===== src/rtl/flash_seq_map.svh =====
// Constants for the flash command sequencer: command codes, address field
// positions, operation codes and reset values.
// Assumes a single-data-rate memory bus with separate address and data pins.
`ifndef FLASH_SEQ_MAP_SVH
`define FLASH_SEQ_MAP_SVH

// Commands as {cs_n, ras_n, cas_n, we_n}.
`define CMD_DESEL 4'hf
`define CMD_NOP 4'h7
`define CMD_LOAD_CMD 4'h0
`define CMD_ACTIVATE 4'h3
`define CMD_READ 4'h5
`define CMD_WRITE 4'h4
`define CMD_PRECHARGE 4'h2
`define CMD_REFRESH 4'h1

// Operation codes placed on the low address byte by a load command.
`define OP_WRITE_SETUP 8'h40
`define OP_READ_STATUS 8'h70

// Host word address layout.
`define HADDR_W 25
`define FLASH_BIT 24
`define BANK_HI 23
`define BANK_LO 22
`define ROW_HI 21
`define ROW_LO 10
`define COL_HI 9
`define COL_LO 0

// Memory address bit that selects auto precharge or precharge-all.
`define AP_BIT 10

// Smallest CAS latency honoured; a setting of zero is raised to this.
`define CL_MIN 4'h1

// Reset values.
`define RST_ADDR 12'h000
`define RST_BANK 2'h0
`define RST_DATA 16'h0000

`endif


===== src/rtl/flash_seq_pkg.sv =====
// Types for the flash command sequencer.
// Assumes the constants header is compiled alongside.
`default_nettype none

package flash_seq_pkg;

  // One-hot sequencer states.
  typedef enum logic [5:0] {
    ST_IDLE = 6'h01,
    ST_LCMD = 6'h02,
    ST_ACT = 6'h04,
    ST_XFER = 6'h08,
    ST_PRE = 6'h10,
    ST_REF = 6'h20
  } seq_state_t;

  // Whole register state of the sequencer.
  typedef struct packed {
    seq_state_t st;
    logic [3:0] cmd;
    logic [1:0] ba;
    logic [11:0] a;
    logic [15:0] dq_out;
    logic dq_oe;
    logic ack;
    logic [15:0] rdata;
    logic ref_ack;
    logic busy;
  } seq_regs_t;

  // State of the down-counting wait timer.
  typedef struct packed {
    logic [3:0] cnt;
  } timer_regs_t;

endpackage

`default_nettype wire


===== src/rtl/wait_timer.sv =====
// Down-counting cycle timer used for every programmable spacing.
// Assumes the owner loads it in the cycle that a timed command is issued.
`timescale 1ns/100ps
`default_nettype none

module wait_timer #(
  parameter int W = 4
) (
  input wire logic mclk,
  input wire logic rst_n,
  input wire logic load,
  input wire logic [W-1:0] value,
  output logic expired
);

  // Current count; reaching zero ends the wait.
  flash_seq_pkg::timer_regs_t q;
  flash_seq_pkg::timer_regs_t d;

  // Expiry is combinational so the owner can act in the same cycle.
  assign expired = (q.cnt == 4'h0);

  // A load wins over counting; the count parks at zero.
  always_comb begin
    d = q;
    if (load) begin
      d.cnt = value;
    end else if (q.cnt != 4'h0) begin
      d.cnt = q.cnt - 4'h1;
    end
  end

  // Synchronous reset leaves the timer already expired.
  always_ff @(posedge mclk) begin
    if (!rst_n) begin
      q <= '0;
    end else begin
      q <= d;
    end
  end

endmodule

`default_nettype wire


===== src/rtl/flash_cmd_seq.sv =====
// Flash command sequencer: turns flash accesses into command triplets and plain accesses into pairs on a
// synchronous memory bus, and runs precharge plus refresh on request.
// Assumes the host holds its request and address steady until acknowledged,
// and that the memory bus pins are registered in the pad ring unchanged.
`timescale 1ns/100ps
`default_nettype none
`include "flash_seq_map.svh"

module flash_cmd_seq (
  input wire logic mclk,
  input wire logic rst_n,
  input wire logic host_req,
  input wire logic host_we,
  input wire logic [`HADDR_W-1:0] host_addr,
  input wire logic [15:0] host_wdata,
  output logic host_ack,
  output logic [15:0] host_rdata,
  input wire logic refresh_req,
  output logic refresh_ack,
  input wire logic [1:0] cas_lat,
  input wire logic [3:0] trcd,
  input wire logic [3:0] trc,
  output logic busy,
  output logic sd_cs_n,
  output logic sd_ras_n,
  output logic sd_cas_n,
  output logic sd_we_n,
  output logic [1:0] sd_ba,
  output logic [11:0] sd_a,
  input wire logic [15:0] sd_dq_in,
  output logic [15:0] sd_dq_out,
  output logic sd_dq_oe
);

  // Registered state and its next value.
  flash_seq_pkg::seq_regs_t q;
  flash_seq_pkg::seq_regs_t d;

  // Timer control and status.
  logic tmr_load;
  logic [3:0] tmr_val;
  logic tmr_done;

  // Address fields of the pending host access.
  logic in_flash;
  logic [1:0] h_bank;
  logic [11:0] h_row;
  logic [9:0] h_col;

  // Spacing settings reduced to wait counts.
  logic [3:0] rcd_wait;
  logic [3:0] rc_wait;
  logic [3:0] cl_wait;

  assign in_flash = host_addr[`FLASH_BIT];
  assign h_bank = host_addr[`BANK_HI:`BANK_LO];
  assign h_row = host_addr[`ROW_HI:`ROW_LO];
  assign h_col = host_addr[`COL_HI:`COL_LO];

  // A setting of zero would mean no gap at all, so it acts as one cycle.
  assign rcd_wait = (trcd == 4'h0) ? 4'h0 : trcd - 4'h1;
  assign rc_wait = (trc == 4'h0) ? 4'h0 : trc - 4'h1;
  // Latency zero is not a legal memory setting; it is raised to one.
  assign cl_wait = (cas_lat == 2'h0) ? `CL_MIN : {2'h0, cas_lat};

  // One timer serves row-to-column, row-cycle and CAS latency waits,
  // which never overlap because only one sequence runs at a time.
  wait_timer #(
    .W(4)
  ) u_timer (
    .mclk(mclk),
    .rst_n(rst_n),
    .load(tmr_load),
    .value(tmr_val),
    .expired(tmr_done)
  );

  // Next-state logic. The state names the command that is on the pins in
  // its first cycle; every later cycle of the same state shows a no-op, so
  // each command is exactly one clock wide.
  always_comb begin
    d = q;
    d.cmd = `CMD_NOP;
    d.dq_oe = 1'b0;
    d.ack = 1'b0;
    d.ref_ack = 1'b0;
    tmr_load = 1'b0;
    tmr_val = 4'h0;
    case (q.st)
      // Refresh is served first so that a stream of host traffic can not
      // starve it. The acknowledge guards stop a held request restarting.
      flash_seq_pkg::ST_IDLE: begin
        if (refresh_req && !q.ref_ack) begin
          // Precharge all banks ahead of the refresh.
          d.st = flash_seq_pkg::ST_PRE;
          d.cmd = `CMD_PRECHARGE;
          d.a = `RST_ADDR;
          d.a[`AP_BIT] = 1'b1;
          tmr_load = 1'b1;
          tmr_val = rc_wait;
        end else if (host_req && !q.ack) begin
          if (in_flash) begin
            // Flash access opens with a load command carrying the opcode
            // in the low byte and the bank plus the top four row bits on the rest.
            d.st = flash_seq_pkg::ST_LCMD;
            d.cmd = `CMD_LOAD_CMD;
            d.ba = h_bank;
            d.a[11:8] = h_row[11:8];
            if (host_we) begin
              d.a[7:0] = `OP_WRITE_SETUP;
            end else begin
              d.a[7:0] = `OP_READ_STATUS;
            end
          end else begin
            // Plain memory access skips the load command.
            d.st = flash_seq_pkg::ST_ACT;
            d.cmd = `CMD_ACTIVATE;
            d.ba = h_bank;
            d.a = h_row;
            tmr_load = 1'b1;
            tmr_val = rcd_wait;
          end
        end
      end
      // Second command of the triplet: activate with row and bank.
      flash_seq_pkg::ST_LCMD: begin
        d.st = flash_seq_pkg::ST_ACT;
        d.cmd = `CMD_ACTIVATE;
        d.ba = h_bank;
        d.a = h_row;
        tmr_load = 1'b1;
        tmr_val = rcd_wait;
      end
      // Hold no-ops until the row-to-column delay has run out.
      flash_seq_pkg::ST_ACT: begin
        if (tmr_done) begin
          d.st = flash_seq_pkg::ST_XFER;
          d.ba = h_bank;
          // Plain memory closes its row by auto precharge; flash does not
          // take that bit, so it stays low there.
          d.a = {1'b0, !in_flash, h_col};
          if (host_we) begin
            // Single data word; no burst follows, so no terminate command.
            d.cmd = `CMD_WRITE;
            d.dq_out = host_wdata;
            d.dq_oe = 1'b1;
          end else begin
            d.cmd = `CMD_READ;
            tmr_load = 1'b1;
            tmr_val = cl_wait;
          end
        end
      end
      // Write ends here; a read waits out the CAS latency, then samples.
      flash_seq_pkg::ST_XFER: begin
        if (host_we) begin
          d.st = flash_seq_pkg::ST_IDLE;
          d.ack = 1'b1;
        end else if (tmr_done) begin
          d.st = flash_seq_pkg::ST_IDLE;
          d.ack = 1'b1;
          if (in_flash) begin
            // Status sits on the low byte only; upper lines are ignored.
            d.rdata = {8'h00, sd_dq_in[7:0]};
          end else begin
            d.rdata = sd_dq_in;
          end
        end
      end
      // After the precharge, space the refresh by the row-cycle time.
      flash_seq_pkg::ST_PRE: begin
        if (tmr_done) begin
          d.st = flash_seq_pkg::ST_REF;
          d.cmd = `CMD_REFRESH;
          tmr_load = 1'b1;
          tmr_val = rc_wait;
        end
      end
      // The row-cycle time also runs after the refresh before any command.
      flash_seq_pkg::ST_REF: begin
        if (tmr_done) begin
          d.st = flash_seq_pkg::ST_IDLE;
          d.ref_ack = 1'b1;
        end
      end
      // An illegal code returns quietly to idle.
      default: begin
        d.st = flash_seq_pkg::ST_IDLE;
      end
    endcase
    // Busy marks a sequence in flight; nothing else can start meanwhile.
    d.busy = (d.st != flash_seq_pkg::ST_IDLE);
  end

  // State register with synchronous reset; the bus is deselected in reset.
  always_ff @(posedge mclk) begin
    if (!rst_n) begin
      q.st <= flash_seq_pkg::ST_IDLE;
      q.cmd <= `CMD_DESEL;
      q.ba <= `RST_BANK;
      q.a <= `RST_ADDR;
      q.dq_out <= `RST_DATA;
      q.dq_oe <= 1'b0;
      q.ack <= 1'b0;
      q.rdata <= `RST_DATA;
      q.ref_ack <= 1'b0;
      q.busy <= 1'b0;
    end else begin
      q <= d;
    end
  end

  // Every output comes straight from the state register.
  assign sd_cs_n = q.cmd[3];
  assign sd_ras_n = q.cmd[2];
  assign sd_cas_n = q.cmd[1];
  assign sd_we_n = q.cmd[0];
  assign sd_ba = q.ba;
  assign sd_a = q.a;
  assign sd_dq_out = q.dq_out;
  assign sd_dq_oe = q.dq_oe;
  assign host_ack = q.ack;
  assign host_rdata = q.rdata;
  assign refresh_ack = q.ref_ack;
  assign busy = q.busy;

endmodule

`default_nettype wire


===== config.mk =====
export PLATFORM = sky130hd
export DESIGN_NAME = flash_cmd_seq
export DESIGN_NICKNAME = d
export VERILOG_FILES = /design/src/rtl/flash_seq_pkg.sv /design/src/rtl/wait_timer.sv /design/src/rtl/flash_cmd_seq.sv
export VERILOG_INCLUDE_DIRS = /design/src /design/src/rtl
export SDC_FILE = /design/constraint.sdc
export NUM_CORES = 1
export LEC_CHECK = 0
export BUFFER_PORTS_ARGS = -buffer_cell sky130_fd_sc_hd__buf_2
export CAP_MARGIN = 10
export CORE_ASPECT_RATIO = 0.7
export CORE_MARGIN = 2
export CORE_UTILIZATION = 49
export DETAILED_ROUTE_END_ITERATION = 10
export PLACE_DENSITY = 0.8
export SETUP_SLACK_MARGIN = 0.2
export SYNTH_ARGS = -nofsm -noshare
export SYNTH_HDL_FRONTEND = slang
export SYNTH_SLANG_ARGS = --single-unit

===== constraint.sdc =====
create_clock -name mclk -period 2.6 [get_ports mclk]
set_clock_uncertainty 0.05 [all_clocks]
set_input_delay 0.52 -clock mclk [delete_from_list [all_inputs] [get_ports mclk]]
set_output_delay 0.52 -clock mclk [all_outputs]
set_load 0.005 [all_outputs]

# After elaboration in Yosys (flattened, before gate mapping)
# Cells that the tools add are included.
# W data, S select, Z words.
# word_totals
regBits,64
latchBits,0
ramBits,0
romBits,0
out_inout_bits,54
memories,0
# classes
add_sub_neg,3
n_mul,0
div,0
magnitude_cmp,0
eq_ne,11
shifts,0
n_mux,37
bitwise_logic,1
n_reduce_logical,19
# op_table
operator,n
$pmux W14 S3,1
$mux W41,1
$pmux W6 S6,1
$mux W17,2
$mux W4,8
$pmux W4 S4,2
$mux W24,1
$mux W21,1
$mux W10,2
$mux W6,3
$mux W16,1
$logic_not A4 Y1,3
$mux W12,1
$reduce_and A3 Y1,4
$sub A4 B1 Y4 const B,3
$mux W1,8
$mux W2,4
$eq A6 B1 Y1 const B,1
$eq A6 B2 Y1 const B,1
$eq A6 B3 Y1 const B,1
$eq A6 B4 Y1 const B,1
$eq A6 B5 Y1 const B,1
$eq A6 B6 Y1 const B,1
$ne A2 B2 Y1 const B,3
12 further kinds,16

# Logic depth before layout (Yosys ltp)
# Gate-level depths: netlist of run 1.
# logic_depth
ltp_word,7
mapped_depth,9

# Modules after synthesis
# A second synthesis of run 1 with hierarchy kept.
# hier_totals
hier_cells,417
area_unflattened_um2,3449.6
# modules_own_cells
mod,n_inst,cells_per_inst,area_each_um2,seq_area_each_um2
flash_cmd_seq,1,394,3219.3,1201.2
wait_timer,1,23,230.2,80.1

# Worst setup path before layout of run 1
# OpenSTA, ideal clock, no wires.
# synth_timing
path_type,register to register
from,register u_timer.q[0] in the netlist's numbering
to,register q (netlist bit sd_a[7])
arrival_ns,1.829
path_slack_ns,0.647
path_stages_with_launch,9
path_buffers,1
period_less_slack_ns,1.953
cell_sequence,dfxtp_1 -> inv_1 -> ha_1 -> nor3b_4 -> nand3_1 -> a21boi_2 -> buf_4 -> o21ai_0 -> a31oi_1
# synth_between
elab_chain_len,3
# synth_rtl
element,line_no,text
"start, declared",wait_timer.sv:17,flash_seq_pkg::timer_regs_t q;
"start signal, assigned",wait_timer.sv:36,q <= '0;
"start signal, assigned",wait_timer.sv:38,q <= d;
$logic_not A4 Y1,wait_timer.sv:21,assign expired = (q.cnt == 4'h0);
$ne A2 B2 Y1 (no source line),-,
$reduce_and A3 Y1 (no source line),-,
"end, declared",flash_cmd_seq.sv:36,flash_seq_pkg::seq_regs_t q;
# No other way between the ends.
# A chain may end at the register's enable or synchronous reset.

# Final worst setup path of run 1
# layout_timing
from,register u_timer.q[0] in the netlist's numbering
to,register u_timer.q[3] in the netlist's numbering
# layout_between
elab_chain_len,4
word_cells_on_any_way,11
# layout_rtl
element
"parallel branches: the longest is 4 deep, another holds $sub A4 B1 Y4"
# Parallel ways; which one is timed is not known. The select of a mux whose other input is x is not followed.

==> flow_metrics.env, run 1 <==
export IMPL_routed_via_count=3156
export IMPL_async_flop_share_pct=0
export IMPL_worst_pin_slew_ns=0.6918
export IMPL_p_leak_uw=0.001679
export IMPL_tns_ns=0
export IMPL_start_kind="register"
export IMPL_clock_sinks=64
export IMPL_rsz0062_at_grt="no"
export IMPL_antenna_found_initial=0
export IMPL_post_cts_resized=0
export IMPL_synth_edf_count=0
export IMPL_vias_per_cell=5.358
export IMPL_pwr_share_comb_pct=26.9
export IMPL_die_w_um=103.0
export IMPL_cp_end_kind="register"
export IMPL_grt_pass1_vias=2772
export IMPL_rrSetupSlack_ns=0.44
export IMPL_worst_setup_hold_path_clk_slew_ns=0.07
export IMPL_diodes=0
export IMPL_synthDistinctLibCells=55
export IMPL_hpwlAfterDp_um=6047
export IMPL_rows=25
export IMPL_cts_tree="yes"
export IMPL_holdWs_ns=0.3669
export IMPL_clk_path_buf_depth=2
export IMPL_ys_flop_type="dfxtp_1"
export IMPL_routed_wl_um=8215
export IMPL_io_pins=126
export IMPL_grtUsageTotal_pct=21.63
export IMPL_yosysWarnings=0
export IMPL_p_switching_uw=840.8
export IMPL_wl_per_cell_um=13.95
export IMPL_synth_top_area_share_pct=38.10
export IMPL_syn_area_per_cell_um2=8.046
export IMPL_cts_root_buf="clkbuf_8"
export IMPL_nNetsFinal=568
export IMPL_antenna_left=0
export IMPL_power_density_nw_per_um2=696.9
export IMPL_slew_headroom_pct=53.83
export IMPL_grt_pass1_wl_um=12790
export IMPL_cts_setup_buffers=0
export IMPL_fin_crit_sh_pct=83.12
export IMPL_holdCritPathClass="in2reg"
export IMPL_startpoint="u_timer.q[0]"
export IMPL_slew_viol_final=0
export IMPL_synth_area_leaders="dfxtp_1, buf_4, a21oi_1, nand2_1, o21ai_0"
export IMPL_worstHoldStart="sd_dq_in[1]"
export IMPL_max_vdd_ir_drop_v=0.0002855
export IMPL_switching_share_pct=31.07
export IMPL_critPathMaxFanout=7
export IMPL_portBuffers=125
export IMPL_synth_cells=418
export IMPL_final_min_clock_period_ns=2.161
export IMPL_cts_buffers=9
export IMPL_die_h_um=73.32
export IMPL_drive_gt1_share_pct=31.11
export IMPL_pre_cts_slack_ns=0.3581
export IMPL_rr_startpoint="u_timer.q[0]"
export IMPL_finalWeightedCongestion=0.8880
export IMPL_status="finished, final reports clean"
export IMPL_setup_viol=0
export IMPL_cts_hold_buffers=0
export IMPL_max_freq_mhz=462.7
export IMPL_clkPwrFrac_pct=30.5
export IMPL_netlist_area_um2=3363
export IMPL_worstSkewPairLatency_ns=0.34
export IMPL_intPower_uw=1865
export IMPL_required_ns=2.78
export IMPL_cap_viol_max_count=0
export IMPL_fin_ws_ns=0.4388
export IMPL_crit_arrival_ns=2.34
export IMPL_grt_max_degree=29
export IMPL_final_area_um2=3882
export IMPL_pwr_share_seq_pct=42.6
export IMPL_dpl_cell_area_um2=3679
export IMPL_drt_first_pass_iters=5
export IMPL_fillers=634
export IMPL_hold_viol=0
export IMPL_area_delta_synth_final_pct=15.44
export IMPL_synth_seq_cells=64
export IMPL_htreeDepth=3
export IMPL_syn_num_nets=495
export IMPL_start_util_pct=50.24
export IMPL_final_cell_mix="buf_2, nand2_1, dfxtp_1"
export IMPL_core_region_area_um2=6694
export IMPL_crit_type="reg2reg"
export IMPL_synth_top_cell_by_area="dfxtp_1"
export IMPL_drtIter0Drc=205
export IMPL_seq_area_frac_synth_pct=38.10
export IMPL_gr_total_overflow=0
export IMPL_final_common_cell="buf_2"
export IMPL_drc_errors=0
export IMPL_die_area_um2=7553
layer usage:
layer | vias to the layer above | GRT usage, % | share of wire [%]
li1 | 1557 | - | -
met1 | 1449 | 28.33 | 44
met2 | 135 | 34.13 | 46
met3 | 15 | 6.946 | 9.1
met4 | 0 | 6.871 | 1.5
met5 | - | 0 | 0
registers in the layout (all words and copies together), names as in the netlist:
| register | cells |
|---|---|
| sd_dq_out | 16 |
| refresh_ack | 1 |
| sd_a | 12 |
| q | 6 |
| sd_ba | 2 |
| host_rdata | 16 |
| sd_dq_oe | 1 |
| sd_ras_n | 1 |
| sd_we_n | 1 |
| u_timer.q | 4 |
| sd_cas_n | 1 |
| sd_cs_n | 1 |
| busy | 1 |
| host_ack | 1 |
power by group through the flow:
stage	logic [uW]	registers (uW)	clock network (uW)
2_1_floorplan	562	1150	0
3_3_place_gp	683	1170	0
3_5_place_dp	699	1170	0
4_1_cts	702	1150	842
5_1_grt	815	1160	892
6_report	729	1150	825
metrics by stage:
stage	utilization (%)	total power (uW)	cells
floorplan	-	1710	418
global placement	54.95	1850	573
detailed placement	54.95	1867	573
CTS	57.74	2690	588
global route	58.00	2872	589
finish	58.00	2706	589
Yosys cell counts (2+ instances only):
master,n
a211oi_1,2
a21oi_1,48
a22oi_1,2
a31oi_1,10
and2_1,2
and3_1,2
buf_4,48
buf_6,3
clkbuf_1,15
dfxtp_1,64
ha_1,5
inv_1,12
mux2i_1,3
nand2_1,64
nand2b_1,5
nand3_1,22
nand3b_1,8
nand4_1,7
nor2_1,10
nor2b_1,3
nor3_1,8
nor3b_1,3
o211ai_1,3
o21a_1,3
o21ai_0,28
o31a_1,3
o31ai_1,2
or3_1,3
xnor2_1,4
path summary, 6_finish.rpt:
check / cells after the start / to
hold / removal: 3 / host_rdata[1]
setup reg to reg: 6 / u_timer.q[3]
setup / recovery: 6 / u_timer.q[3]
hold reg to reg: 2 / host_rdata[15]
critical path, cell delays in order (launching register included):
cell	delay, ns
dfxtp_1	0.31
inv_1	0.08
ha_1	0.25
nor3b_4	0.34
nand4_1	0.35
o2111a_1	0.36
o31a_1	0.32
cell families after synthesis:
logic type | Yosys count | synth area share, %
adders and majority gates | 5 | 1.860
AOI/OAI and AO/OA | 113 | 19.79
DFF | 64 | 38.10
and+or+nand+nor | 148 | 22.73
xor gates and xnor gates | 5 | 1.302
buffers and inverters | 80 | 15.33
muxes | 3 | 0.8929
final cells by class:
class	instances	area, um2	area share [%]
multi-input cells	275	1584	40.80
flip-flops and latches	64	1281	33.00
repair buffers	129	668.1	17.21
clock buffers	11	141.4	3.642
well taps	94	117.6	3.029
clock inverters	4	45.04	1.160
inverters	12	45.04	1.160
(Power assumes the default switching activity.)
==> inputs of run 2 (changes only) <==
--- a/config.mk
+++ b/config.mk
@@ -6,11 +6,12 @@
 export SDC_FILE = /design/constraint.sdc
 export NUM_CORES = 1
 export LEC_CHECK = 0
+export ABC_AREA = 1
 export BUFFER_PORTS_ARGS = -buffer_cell sky130_fd_sc_hd__buf_2
 export CAP_MARGIN = 10
 export CORE_ASPECT_RATIO = 0.7
 export CORE_MARGIN = 2
-export CORE_UTILIZATION = 49
+export CORE_UTILIZATION = 50
 export DETAILED_ROUTE_END_ITERATION = 10
 export PLACE_DENSITY = 0.8
 export SETUP_SLACK_MARGIN = 0.2
==> constraint.sdc (replaced) <==
create_clock -name mclk -period 2.07 [get_ports mclk]
set_clock_uncertainty 0.05 [all_clocks]
set_input_delay 0.414 -clock mclk [delete_from_list [all_inputs] [get_ports mclk]]
set_output_delay 0.414 -clock mclk [all_outputs]
set_load 0.005 [all_outputs]
==> flow_metrics.env, run 2 <==
export IMPL_routed_via_count=3468
export IMPL_clock_sinks=64
export IMPL_drive_gt1_share_pct=32.26
export IMPL_vias_per_cell=5.055
export IMPL_slew_headroom_pct=70.27
export IMPL_slew_viol_final=0
export IMPL_rrSetupSlack_ns=0.30
export IMPL_async_flop_share_pct=0
export IMPL_antenna_found_initial=0
export IMPL_antenna_left=0
export IMPL_final_min_clock_period_ns=1.767
export IMPL_synth_seq_cells=64
export IMPL_power_density_nw_per_um2=983.0
export IMPL_gr_total_overflow=0
export IMPL_cts_root_buf="clkbuf_8"
export IMPL_grt_pass1_vias=3086
export IMPL_routed_wl_um=9281
export IMPL_worstSkewPairLatency_ns=0.34
export IMPL_syn_area_per_cell_um2=7.093
export IMPL_crit_path_end="sd_dq_out[5]"
export IMPL_final_common_cell="buf_2"
export IMPL_diodes=0
export IMPL_cts_hold_buffers=0
export IMPL_required_ns=2.24
export IMPL_drt_first_pass_iters=5
export IMPL_synth_area_leaders="dfxtp_1, buf_4, nor2_1, nand2_1, nand3_1"
export IMPL_hold_viol=0
export IMPL_ys_flop_type="dfxtp_1"
export IMPL_drc_errors=0
export IMPL_die_h_um=74.19
export IMPL_area_delta_synth_final_pct=21.34
export IMPL_critPathMaxFanout=33
export IMPL_status="finished, final reports clean"
export IMPL_tns_ns=0
export IMPL_grt_pass1_wl_um=14650
export IMPL_worst_setup_hold_path_clk_slew_ns=0.07
export IMPL_cts_buffers=9
export IMPL_nNetsFinal=664
export IMPL_synthDistinctLibCells=30
export IMPL_clk_path_buf_depth=2
export IMPL_synth_top_area_share_pct=36.42
export IMPL_syn_num_nets=573
export IMPL_r2r_cells=9
export IMPL_synth_edf_count=0
export IMPL_worst_pin_slew_ns=0.4460
export IMPL_fillers=610
export IMPL_setup_viol=0
export IMPL_p_leak_uw=0.002128
export IMPL_start_kind="register"
export IMPL_portBuffers=125
export IMPL_yosysWarnings=0
export IMPL_wl_per_cell_um=13.53
export IMPL_fin_crit_sh_pct=85.35
export IMPL_synth_cells=496
export IMPL_crit_type="reg2reg"
export IMPL_grtUsageTotal_pct=23.76
export IMPL_htreeDepth=3
export IMPL_max_vdd_ir_drop_v=0.0004528
export IMPL_seq_area_frac_synth_pct=36.42
export IMPL_synth_top_cell_by_area="dfxtp_1"
export IMPL_startpoint="u_timer.q[0]"
export IMPL_r2r_end="sd_dq_out[5]"
export IMPL_start_util_pct=51.83
export IMPL_rr_startpoint="u_timer.q[0]"
export IMPL_grt_max_degree=34
export IMPL_hpwlAfterDp_um=6867
export IMPL_holdCritPathClass="in2reg"
export IMPL_synthTopCellsByCount="nor2_1, nand2_1, dfxtp_1"
export IMPL_io_pins=126
export IMPL_yosysMostFrequentCell="nor2_1"
export IMPL_rsz0062_at_grt="yes"
export IMPL_cts_tree="yes"
export IMPL_core_region_area_um2=6788
export IMPL_crit_arrival_ns=1.93
export IMPL_die_w_um=104.3
export IMPL_finalWeightedCongestion=0.8917
export IMPL_final_cell_mix="buf_2, nor2_1, dfxtp_1"
export IMPL_max_freq_mhz=566.0
export IMPL_drtIter0Drc=329
export IMPL_rows=25
export IMPL_die_area_um2=7735
export IMPL_cp_end_kind="register"
export IMPL_netlist_area_um2=3518
export IMPL_cap_viol_max_count=0
export IMPL_finalPower_uw=4197
run 2: final cells by class:
cell class / instances / area, um2 / share of cell area, %
Inverter: 58 / 222.7 / 5.217
Tap cell: 94 / 117.6 / 2.755
Multi-Input combinational cell: 311 / 1609 / 37.69
Clock buffer: 10 / 137.6 / 3.224
Clock inverter: 6 / 115.1 / 2.696
Timing Repair Buffer: 143 / 785.8 / 18.41
Sequential cell: 64 / 1281 / 30.01
run 2: per-stage QoR:
step	setup WS (ns)	hold WS [ns]	area, um2	util [%]	instances
floorplan	0.3785	0.3742	3518	-	496
global placement	0.1106	0.3804	3890	57.31	662
detailed placement	-0.06068	0.3858	3890	57.31	662
CTS	0.2075	0.2342	4200	61.88	681
global route	0.1702	0.2413	4269	62.89	686
finish	0.3033	0.2461	4269	62.89	686
run 2: cell families after synthesis:
kind of cell | after synthesis | synth area share, %
AOI/OAI and AO/OA | 88 | 12.70
xor gates and xnor gates | 7 | 1.743
adders and majority gates | 5 | 1.778
buffers and inverters | 121 | 18.95
DFF | 64 | 36.42
and+or+nand+nor | 211 | 28.41
run 2: how the worst min path moves through the flow:
stage                  start       endpoint  slack (ns)  cells past startpoint
3_3_place_gp   sd_dq_out[11]  sd_dq_out[11]        0.38                      2
4_1_cts          sd_dq_in[4]  host_rdata[4]        0.23                      3
2_1_floorplan   sd_dq_out[4]   sd_dq_out[4]        0.37                      2
3_5_place_dp   sd_dq_out[11]  sd_dq_out[11]        0.39                      2
5_1_grt          sd_dq_in[3]  host_rdata[3]        0.24                      3
6_report         sd_dq_in[4]  host_rdata[4]        0.25                      3
run 2: metal layers:
metal	vias to the layer above	global-route usage (%)	share of wire [%]
met1	1572	31.42	43
met5	-	0	0
met2	155	39.36	47
met4	0	6.156	0.72
li1	1736	-	-
met3	5	6.223	8.7
run 2: power breakdown:
group          total, uW  switching (uW)  internal (uW)
Sequential          1450            85.8           1360
Combinational       1400             832            570
Clock               1340             506            839
run 2: repair_timing:
action | in CTS | in global routing
buffers inserted | 3 | 5
resized for setup | 2 | 11
pin swaps | 2 | 5
endpoints found under the setup margin | 45 | 34
endpoints found under the hold margin | 0 | 0
run 2: worst max-delay path: stages, from the launching register on:
cell     delay, ns
dfxtp_1       0.32
inv_2         0.10
ha_4          0.14
nand2_1       0.09
nor2_4        0.19
inv_4         0.12
nor2_4        0.14
nand2_4       0.20
o21ai_0       0.23
a21oi_1       0.06
